File: src/include/cdpc_regs.svh
`ifndef CDPC_REGS_SVH
`define CDPC_REGS_SVH

// ************************************************************
// register offsets
// ************************************************************
`define CDPC_P1_SPECIAL_OFF 8'h1A
`define CDPC_P1_DIST_OFF 8'h1B
`define CDPC_P2_SPECIAL_OFF 8'h2A
`define CDPC_P2_DIST_OFF 8'h2B
`define CDPC_P3_DIST_RSVD_OFF 8'h3B

// ************************************************************
// special control/status field positions
// ************************************************************
`define CDPC_SHORT_BIT 7
`define CDPC_OUTCOME_HI 6
`define CDPC_OUTCOME_LO 5
`define CDPC_START_BIT 4
`define CDPC_FORCE_BIT 3
`define CDPC_PWRSAVE_BIT 2
`define CDPC_LOOP_BIT 1
`define CDPC_CNT8_BIT 0

// ************************************************************
// reset values
// ************************************************************
`define CDPC_PWRSAVE_RST 1'b1
`define CDPC_OUTCOME_RST 2'h0
`define CDPC_COUNT_RST 9'h000
`define CDPC_BYTE_RST 8'h00

`endif

File: src/include/cdpc_pkg.sv
package cdpc_pkg;

	// ************************************************************
	// shared types
	// ************************************************************
	typedef enum logic [1:0]
	{
		CDPC_OUT_NORMAL = 2'h0,
		CDPC_OUT_OPEN = 2'h1,
		CDPC_OUT_SHORT = 2'h2,
		CDPC_OUT_FAILED = 2'h3
	} cdpc_outcome_t;

	typedef enum logic
	{
		CDPC_IDLE,
		CDPC_RUN
	} cdpc_state_t;

	typedef logic [8:0] cdpc_count_t;

endpackage : cdpc_pkg

File: src/hw/cdpc_port.sv
`timescale 1ns/10ps
`include "cdpc_regs.svh"

module cdpc_port
	import cdpc_pkg::*;
(
	// clock and reset
	input wire logic mclk,
	input wire logic rst,
	// control register write
	input wire logic wr_en,
	input wire logic [7:0] wdata,
	// diagnostic engine
	input wire logic diag_done,
	input wire logic [1:0] diag_outcome,
	input wire logic diag_short,
	input wire logic [8:0] diag_count,
	output logic diag_start_ff,
	// phy controls
	output logic force_link_ff,
	output logic pwrsave_ff,
	output logic loopback_ff,
	// readback
	output logic [7:0] special_byte,
	output logic [7:0] dist_byte
);

	cdpc_state_t state_ff;
	cdpc_state_t nxt_state;
	logic start_ff;
	logic [1:0] outcome_ff;
	logic short_ff;
	cdpc_count_t count_ff;
	logic want_start;
	logic finish;

	// ************************************************************
	// decode
	// ************************************************************
	assign want_start = wr_en && wdata[`CDPC_START_BIT];
	assign finish = (state_ff == CDPC_RUN) && diag_done;

	always_comb
	begin
		nxt_state = state_ff;
		unique case (state_ff)
			CDPC_IDLE:
				if (want_start)
					nxt_state = CDPC_RUN;
			CDPC_RUN:
				if (finish && !want_start)
					nxt_state = CDPC_IDLE;
		endcase
	end

	// ************************************************************
	// state and results
	// ************************************************************
	always_ff @(posedge mclk or posedge rst)
	begin
		if (rst)
		begin
			state_ff <= CDPC_IDLE;
			start_ff <= 1'b0;
			diag_start_ff <= 1'b0;
			outcome_ff <= `CDPC_OUTCOME_RST;
			short_ff <= 1'b0;
			count_ff <= `CDPC_COUNT_RST;
		end
		else
		begin
			state_ff <= nxt_state;
			start_ff <= (nxt_state == CDPC_RUN);
			diag_start_ff <= want_start && (state_ff == CDPC_IDLE || finish);
			if (finish)
			begin
				outcome_ff <= diag_outcome;
				short_ff <= diag_short;
				count_ff <= diag_count;
			end
		end
	end

	// ************************************************************
	// control bits
	// ************************************************************
	always_ff @(posedge mclk or posedge rst)
	begin
		if (rst)
		begin
			force_link_ff <= 1'b0;
			pwrsave_ff <= `CDPC_PWRSAVE_RST;
			loopback_ff <= 1'b0;
		end
		else if (wr_en)
		begin
			force_link_ff <= wdata[`CDPC_FORCE_BIT];
			pwrsave_ff <= wdata[`CDPC_PWRSAVE_BIT];
			loopback_ff <= wdata[`CDPC_LOOP_BIT];
		end
	end

	// ************************************************************
	// readback
	// ************************************************************
	// start reads zero when done
	// count bit 8 in bit 0
	assign special_byte = {short_ff, outcome_ff, start_ff, force_link_ff,
		pwrsave_ff, loopback_ff, count_ff[8]};
	assign dist_byte = count_ff[7:0];

endmodule : cdpc_port

File: src/hw/cdpc_top.sv
`timescale 1ns/10ps
`include "cdpc_regs.svh"

// Notes on behaviour
// - software sets start to run the cable test; hardware clears it after
// - start reads zero after completion; results are then valid
// - outcome 00 normal, 01 open, 10 short, 11 test failed
// - bit 7 flags a short closer than ten meters
// - nine bit count: low byte in result register, bit 8 at bit 0
// - power save on while bit is zero; resets to one
// - loopback returns line receive pair to line transmit pair
// - ports 1 and 2 at 0x1A/0x1B and 0x2A/0x2B; 0x3B reserved
// - control registers also reachable through phy management access

module cdpc_top
	import cdpc_pkg::*;
(
	// clock and reset
	mclk,
	rst,
	// switch register port
	reg_addr,
	reg_wdata,
	reg_wr,
	reg_rd,
	reg_rdata_ff,
	reg_rvalid_ff,
	// phy management access to special control/status
	miim_wr,
	miim_rd,
	miim_port,
	miim_wdata,
	miim_rdata_ff,
	// diagnostic engines, index 0 is port 1
	diag_done,
	diag_outcome,
	diag_short,
	diag_count,
	diag_start_ff,
	// phy controls
	force_link_ff,
	pwrsave_ff,
	loopback_ff
);

	localparam int NPORT = 2;

	// clock and reset
	input wire logic mclk;
	input wire logic rst;
	// switch register port
	input wire logic [7:0] reg_addr;
	input wire logic [7:0] reg_wdata;
	input wire logic reg_wr;
	input wire logic reg_rd;
	output logic [7:0] reg_rdata_ff;
	output logic reg_rvalid_ff;
	// phy management
	input wire logic miim_wr;
	input wire logic miim_rd;
	input wire logic miim_port;
	input wire logic [7:0] miim_wdata;
	output logic [7:0] miim_rdata_ff;
	// diagnostic engines
	input wire logic [NPORT-1:0] diag_done;
	input wire logic [NPORT-1:0][1:0] diag_outcome;
	input wire logic [NPORT-1:0] diag_short;
	input wire logic [NPORT-1:0][8:0] diag_count;
	output logic [NPORT-1:0] diag_start_ff;
	// phy controls
	output logic [NPORT-1:0] force_link_ff;
	output logic [NPORT-1:0] pwrsave_ff;
	output logic [NPORT-1:0] loopback_ff;

	// ************************************************************
	// address decode
	// ************************************************************
	// per port offsets
	function automatic logic [7:0] special_off(input int idx);
		special_off = (idx == 0) ? `CDPC_P1_SPECIAL_OFF
			: `CDPC_P2_SPECIAL_OFF;
	endfunction : special_off

	function automatic logic [7:0] dist_off(input int idx);
		dist_off = (idx == 0) ? `CDPC_P1_DIST_OFF : `CDPC_P2_DIST_OFF;
	endfunction : dist_off

	logic [NPORT-1:0] port_wr;
	logic [NPORT-1:0][7:0] port_wdata;
	logic [NPORT-1:0][7:0] special_byte;
	logic [NPORT-1:0][7:0] dist_byte;
	logic [NPORT-1:0][7:0] reg_hit_data;
	logic [7:0] reg_rd_value;
	logic [7:0] miim_rd_value;

	// ************************************************************
	// per port banks
	// ************************************************************
	genvar gi;
	generate
		for (gi = 0; gi < NPORT; gi++)
		begin : g_port
			logic spec_sel;
			logic dist_sel;
			logic bus_hit;
			logic miim_hit;

			assign spec_sel = (reg_addr == special_off(gi));
			assign dist_sel = (reg_addr == dist_off(gi));
			assign bus_hit = reg_wr && spec_sel;
			// management path to the same bits
			assign miim_hit = miim_wr && (miim_port == 1'(gi));
			// bus wins a same cycle collision; management write is dropped
			assign port_wr[gi] = bus_hit || miim_hit;
			assign port_wdata[gi] = bus_hit ? reg_wdata : miim_wdata;

			// reserved 0x3B and unmapped offsets fall through as zero
			assign reg_hit_data[gi] =
				spec_sel ? special_byte[gi]
				: dist_sel ? dist_byte[gi]
				: `CDPC_BYTE_RST;

			cdpc_port u_port
			(
				.mclk(mclk),
				.rst(rst),
				.wr_en(port_wr[gi]),
				.wdata(port_wdata[gi]),
				.diag_done(diag_done[gi]),
				.diag_outcome(diag_outcome[gi]),
				.diag_short(diag_short[gi]),
				.diag_count(diag_count[gi]),
				.diag_start_ff(diag_start_ff[gi]),
				.force_link_ff(force_link_ff[gi]),
				.pwrsave_ff(pwrsave_ff[gi]),
				.loopback_ff(loopback_ff[gi]),
				.special_byte(special_byte[gi]),
				.dist_byte(dist_byte[gi])
			);
		end
	endgenerate

	// ************************************************************
	// read selection
	// ************************************************************
	assign reg_rd_value = reg_hit_data[0] | reg_hit_data[1];
	assign miim_rd_value = special_byte[miim_port];

	always_ff @(posedge mclk or posedge rst)
	begin
		if (rst)
		begin
			reg_rdata_ff <= `CDPC_BYTE_RST;
			reg_rvalid_ff <= 1'b0;
		end
		else
		begin
			reg_rvalid_ff <= reg_rd;
			if (reg_rd)
				reg_rdata_ff <= reg_rd_value;
		end
	end

	// management reads see only the special control/status byte
	always_ff @(posedge mclk or posedge rst)
	begin
		if (rst)
			miim_rdata_ff <= `CDPC_BYTE_RST;
		else if (miim_rd)
			miim_rdata_ff <= miim_rd_value;
	end

endmodule : cdpc_top

File: config.mk
export PLATFORM = sky130hd
export DESIGN_NAME = cdpc_top
export DESIGN_NICKNAME = d
export VERILOG_FILES = /design/src/include/cdpc_pkg.sv /design/src/hw/cdpc_port.sv /design/src/hw/cdpc_top.sv
export VERILOG_INCLUDE_DIRS = /design/src /design/src/include
export SDC_FILE = /design/constraint.sdc
export NUM_CORES = 1
export LEC_CHECK = 0
export BUFFER_PORTS_ARGS = -buffer_cell sky130_fd_sc_hd__buf_2
export CAP_MARGIN = 20
export CORE_MARGIN = 2
export CORE_UTILIZATION = 50
export CTS_CLUSTER_DIAMETER = 50
export CTS_CLUSTER_SIZE = 28
export DETAILED_ROUTE_END_ITERATION = 8
export MAX_ROUTING_LAYER = met4
export PLACE_DENSITY = 0.9
export RECOVER_POWER = 50
export SLEW_MARGIN = 40
export SYNTH_ARGS = -nofsm -noshare
export SYNTH_HDL_FRONTEND = slang
export SYNTH_SLANG_ARGS = --single-unit
File: constraint.sdc
create_clock -name mclk -period 1.45 [get_ports mclk]
set_input_delay 0.0725 -clock mclk [delete_from_list [all_inputs] [get_ports mclk]]
set_output_delay 0.0725 -clock mclk [all_outputs]
set_load 0.03 [all_outputs]
* After elaboration in Yosys (flattened, before gate mapping) *
Index checks and enable logic that the tools add are counted.

operators by class
  $lt $le $gt $ge = 1
  divide/modulo/power cells = 0
  mux-type cells = 14
  $mul = 0
  bitwise operators = 4
  add/subtract/negate cells = 0
  equal/unequal tests = 4
  shift-type cells = 0
  reduce and logical (&&, ||, !) cells = 18

operators with widths
  kind                  count
  $mux W8               6
  $eq A8 B5 Y1 const B  2
  $eq A8 B6 Y1 const B  2
  $logic_and A1 B1 Y1   12
  $mux W5               2
  $or A8 B8 Y8          1
  $logic_or A1 B1 Y1    4
  $mux W1               4
  $pmux W1 S2           2
  $not A1 Y1            3
  $logic_not A1 Y1      2
  $lt A1 B2 Y1 const B  1

word-level totals
  memories = 0
  bits of input ports = 57
  bits in registers = 51
  bits in latches = 0
  ROM bits = 0
  logic and storage cells = 60
  RAM bits = 0
  output and inout bits = 25

* Longest topological paths before layout *
  depth in word-level cells = 8
  depth in mapped cells = 4
  depth with buffers taken out = 3

* By module *
A second synthesis with hierarchy kept.

unflattened totals
  cell total of the unflattened synthesis = 228
  area, all modules = 2,698.8 um2

modules (own cells, without submodules)
  module     times used  sequential area each (um2)  cells an instance  area an instance (um2)
  cdpc_port  2           426.7                       45                 713.2
  cdpc_top   1           425.4                       138                1,272.5

* Worst setup path before layout *
Ideal clock, no wire load.

  path type = input port to flip-flop
  start point = in reg_addr[7]
  end point = reg g_port[0].u_port.force_link_ff
  path slack = 0.111 ns
  library setup time = 0.125 ns
  arrival time = 1.214 ns
  required time = 1.325 ns
  stages = 3
  buffers on the path = 0
  cell sequence = or4b_4 > nor3_4 > mux2_2

on the way
  cells in the longest elaborated chain, start to end = 3
  elaborated cells on any way between the ends = 4

RTL lines
  what                                                  RTL line                          RTL
  start: declaration                                    cdpc_top.sv:52                    input wire logic [7:0] reg_addr;
  $eq A8 B5 Y1 *                                        cdpc_top.sv:108                   assign spec_sel = (reg_addr == special_off(gi));
  $logic_and A1 B1 Y1 *                                 cdpc_top.sv:110                   assign bus_hit = reg_wr && spec_sel;
  $mux W5 / $logic_or A1 B1 Y1 (equally long branches)  cdpc_top.sv:115, cdpc_top.sv:114
  end signal: assignment                                cdpc_port.sv:97                   force_link_ff <= wdata[`CDPC_FORCE_BIT];
  end: declaration                                      cdpc_port.sv:20                   output logic force_link_ff,

Every way passes the cells marked *; elsewhere a longest branch is shown, timed or not.
A chain may end at the register's enable or synchronous reset.

* Worst setup path in the final report *
  start point = reg g_port[1].u_port.loopback_ff
  end point = reg reg_rdata_ff[1]

on the way
  cells in the longest elaborated chain, start to end = 2

RTL lines
  what                      RTL line         RTL
  start: declaration        cdpc_port.sv:22  output logic loopback_ff,
  start signal: assignment  cdpc_port.sv:99  loopback_ff <= wdata[`CDPC_LOOP_BIT];
  $mux W8 (no source line)  --
  $or A8 B8 Y8              cdpc_top.sv:146  assign reg_rd_value = reg_hit_data[0] | reg_hit_data[1];
  end signal: assignment    cdpc_top.sv:153  reg_rdata_ff <= `CDPC_BYTE_RST;
  end signal: assignment    cdpc_top.sv:160  reg_rdata_ff <= reg_rd_value;
  end: declaration          cdpc_top.sv:56   output logic [7:0] reg_rdata_ff;

No other way between the ends.

==> results summary <==
The cell area after layout is 3240 um^2. Across the run, the number of max-cap violations was 0. Of the total synthesized cell area, the portion taken by AND, OR, NAND and NOR gates is 11.9%. For the final routed database, the setup TNS stands at 0 ns. The pin count of the biggest net entering global routing is 24. The number of different library cells used by synthesis comes to 30. The power consumption is 3540 uW. The slew at the pin closest to its max-slew limit is 0.714 ns. TritonCTS built the clock tree. The floorplan row count came out at 25.

Summing over every cut layer, the via total after detailed routing is 2017. The via count of the first global-routing pass is 2072. The die is 74.6 um wide. The I/O pin total is 82.

Data on the critical path arrives at its endpoint at 1.56 ns. The total count of hold-check failures in the final report came out at 0. The final worst clock skew came out at 0.0119 ns. The count of state elements after synthesis is 51. STA classifies the critical path startpoint as a flip-flop.

Routability-driven placement finished with a final weighted congestion of 0.918. The pre-antenna-repair detailed-routing pass consisted of 4 iterations. The die is 74.6 um tall. The most common cell after layout, fill and taps aside is sky130_fd_sc_hd__buf_2. The post-synthesis net count came out at 261. The post-CTS setup buffer count came out at 0.

The post-cts sizing count came out at 0. The number of setup violations in the final report is 0. The number of routed nets with antenna violations is 0. Summing the areas of all fa, ha and maj instances in the mapped netlist gives 0% of the synthesized area. The HPWL reported at the end of detailed placement came out at 4560 um. The routed wire length per instance came out at 16.7 um. During synthesis, Yosys emitted a total of 0 warnings. The number of vias per cell is 5.45. The number of pins exceeding their max-slew limit in the final report came out at 0.

The clock sink total is 51. Prior to clock tree synthesis, the placed netlist has a worst setup slack of -0.0709 ns. The headroom to the max-slew limit came out at 52.3%.

The core box area is 4750 um^2. The number of antenna violations at the first check in global routing is 0. Of the synthesized area, sequential elements account for 51.3%.

The critical path is of the reg2reg type. The first global-routing pass estimated 9940 um of wire. The overflow left after global routing came out at 0. Setup repair after global routing left no endpoint under its margin. For this run, the post-layout net count is 359. The total global routing track utilization came out at 24.7%. The number of antenna diodes in the final layout is 0. The synthesized-area fraction occupied by ao, oa, aoi and oai cells is 8.39%. The top achievable clock speed came out at 708 MHz.

The leakage power is 0.00153 uW. The share of the cycle needed by the critical path after routing is 97.3%. The initial core utilization came out at 52.4%. The number of port buffers came out at 73. The remaining routing DRC violations is 0. Measured against the total synthesized area, the mux share comes to 23.6%. Once placement finished, the instance area stood at 2990 um^2. The average footprint of a synthesized cell is 12.2 um^2.

The number of instances in the synthesized netlist is 204. Compared with the post-synthesis result, the final layout area differs by 30.2%. The post-route worst setup slack is 0.0385 ns. The count of H-tree levels built during CTS is 2.

The peak fanout along the critical path is 4. The buffer depth of the longest clock path is 2. The peak ir drop on the vdd network came out at 0.000607 V. The endpoint class of the critical path is a flip-flop. The post-synthesis instance area is 2490 um^2. Clock tree synthesis selected as its root buffer the cell sky130_fd_sc_hd__clkbuf_8.

The detailed-route wire length is 6170 um. The synthesized-area fraction occupied by xor and xnor cells is 0%. The die covers 5560 um^2. The first-iteration detailed-routing DRC count came out at 131. The worst-skew pair later-pin latency came out at 0.30 ns. The critical path data required time came out at 1.60 ns. In the final layout, the share of cells above drive strength 1 is 45.5%. The kind of path behind the tightest hold check is in2reg. The flow ran to the end, and the final reports show no timing, DRC or antenna violations. In the layout the commonest cells are sky130_fd_sc_hd__buf_2 (70), sky130_fd_sc_hd__dfrtp_1 (49), sky130_fd_sc_hd__mux2_2 (37), sky130_fd_sc_hd__dlygate4sd3_1 (18), sky130_fd_sc_hd__mux2i_1 (17). The final critical-path required period came out at 1.41 ns.

The number of buffers created by CTS is 5. After synthesis, the largest family of logic cells by area is multiplexers. After clock tree synthesis, the clock-pin slew on the worst setup and hold paths is 0.09 ns. The ratio of total power to cell area came out at 1090 nW/um^2.
-- registers in the layout, summed over array words and instances (netlist names) --
signal	flops
g_port.u_port.state_ff	2
g_port.u_port.diag_start_ff	2
g_port.u_port.loopback_ff	2
g_port.u_port.outcome_ff	4
g_port.u_port.pwrsave_ff	2
g_port.u_port.count_ff	18
g_port.u_port.force_link_ff	2
reg_rvalid_ff	1
g_port.u_port.short_ff	2
miim_rdata_ff	8
reg_rdata_ff	8
-- layer usage --
layer  global-route usage [%]  vias up  wire, um
li1                         -      925         -
met1                     29.9      996      2540
met2                     43.2       84      3270
met3                     3.52       12       278
met4                     6.75        0        86
met5                        -        -         0
-- logic make-up (layout without fill, tap and decap cells) --
group	Yosys count	after routing
AOI/OAI and AO/OA	29	29
DFF	51	51
muxes	54	54
buffers and inverters	24	123
and+or+nand+nor	46	46
-- stage by stage --
| step | hold slack (ns) | util, % | std cells |
|---|---|---|---|
| after detailed placement | 0.0829 | 62.8 | 344 |
| after global routing | 0.00380 | 68.2 | 370 |
| after CTS | 0.000749 | 68.4 | 370 |
| after floorplan | 0.104 | - | 204 |
| final | 0.00473 | 68.2 | 370 |
| after global placement | 0.0771 | 62.8 | 344 |
-- where the power goes --
part           internal (uW)  switching (uW)  leakage (uW)  total [uW]
clock network            341             476     0.0000483         817
registers               1680             173      0.000619        1850
logic                    431             445      0.000865         876
-- critical path, stage by stage, from the launching register on --
cell and delay (ns):
sky130_fd_sc_hd__dfrtp_1 0.44, sky130_fd_sc_hd__and3b_2 0.23, sky130_fd_sc_hd__a2111oi_0 0.48, sky130_fd_sc_hd__a221oi_1 0.12
-- area by class of cell --
class | instances | area [um^2]
Clock buffer | 5 | 68.8
Clock inverter | 3 | 18.8
Fill cell | 373 | 1510
Inverter | 7 | 26.3
Multi-Input combinational cell | 129 | 1090
Sequential cell | 51 | 1280
Tap cell | 67 | 83.8
Timing Repair Buffer | 108 | 676
-- path summary, 6_finish.rpt --
| path | startpoint | end | slack (ns) | depth (start not counted) |
|---|---|---|---|---|
| max in group asynchronous | rst | g_port[0].u_port.count_ff[2]$_DFFE_PP0P_ | 0.24 | 4 |
| min in group asynchronous | rst | g_port[1].u_port.outcome_ff[1]$_DFFE_PP0P_ | 0.41 | 3 |
| setup / recovery | g_port[1].u_port.loopback_ff$_DFFE_PP0P_ | reg_rdata_ff[1]$_DFFE_PP0P_ | 0.04 | 3 |
| hold reg to reg | g_port[0].u_port.count_ff[6]$_DFFE_PP0P_ | g_port[0].u_port.count_ff[6]$_DFFE_PP0P_ | 0.52 | 1 |
| setup reg to reg | g_port[1].u_port.loopback_ff$_DFFE_PP0P_ | reg_rdata_ff[1]$_DFFE_PP0P_ | 0.04 | 3 |
| hold / removal | diag_count[2] | g_port[0].u_port.count_ff[2]$_DFFE_PP0P_ | 0.005 | 2 |
-- synth_stat cells --
cell                        count  area share, %
sky130_fd_sc_hd__nor2_1        11            1.7
sky130_fd_sc_hd__dfstp_2        2            2.1
sky130_fd_sc_hd__nand2_1        6           0.90
sky130_fd_sc_hd__and2b_1        1           0.30
sky130_fd_sc_hd__or3_1          1           0.25
sky130_fd_sc_hd__and4_1         1           0.35
sky130_fd_sc_hd__o22a_1         3            1.1
sky130_fd_sc_hd__nand3_1        2           0.40
sky130_fd_sc_hd__dfrtp_1       49             49
sky130_fd_sc_hd__mux2i_1       17            6.8
sky130_fd_sc_hd__nor3_4         2            1.3
sky130_fd_sc_hd__a21oi_1        9            1.8
sky130_fd_sc_hd__or4b_4         2            1.1
sky130_fd_sc_hd__a221oi_1       7            2.5
sky130_fd_sc_hd__buf_2          1           0.20
sky130_fd_sc_hd__nand2b_1       8            2.0
sky130_fd_sc_hd__o32ai_1        2           0.70
sky130_fd_sc_hd__buf_1          1           0.15
sky130_fd_sc_hd__and3b_2        2           0.80
sky130_fd_sc_hd__nand4b_1       1           0.35
sky130_fd_sc_hd__and2_1         1           0.25
sky130_fd_sc_hd__a2111oi_0      2           0.70
sky130_fd_sc_hd__buf_4          8            2.4
sky130_fd_sc_hd__nand3b_1       3           0.90
sky130_fd_sc_hd__clkbuf_1       7            1.1
sky130_fd_sc_hd__inv_1          7            1.1
sky130_fd_sc_hd__o22ai_1        3           0.75
sky130_fd_sc_hd__mux2_2        37             17
sky130_fd_sc_hd__a22oi_1        3           0.90
sky130_fd_sc_hd__nor2b_1        5            1.3
-- what timing repair did --
| action | 4_1_cts | 5_1_grt |
|---|---|---|
| setup endpoints to repair | 0 | 0 |
| endpoints found under the hold margin | 33 | 0 |
| hold buffers | 18 | 0 |
No activity file was read; power rests on OpenSTA's default activity.
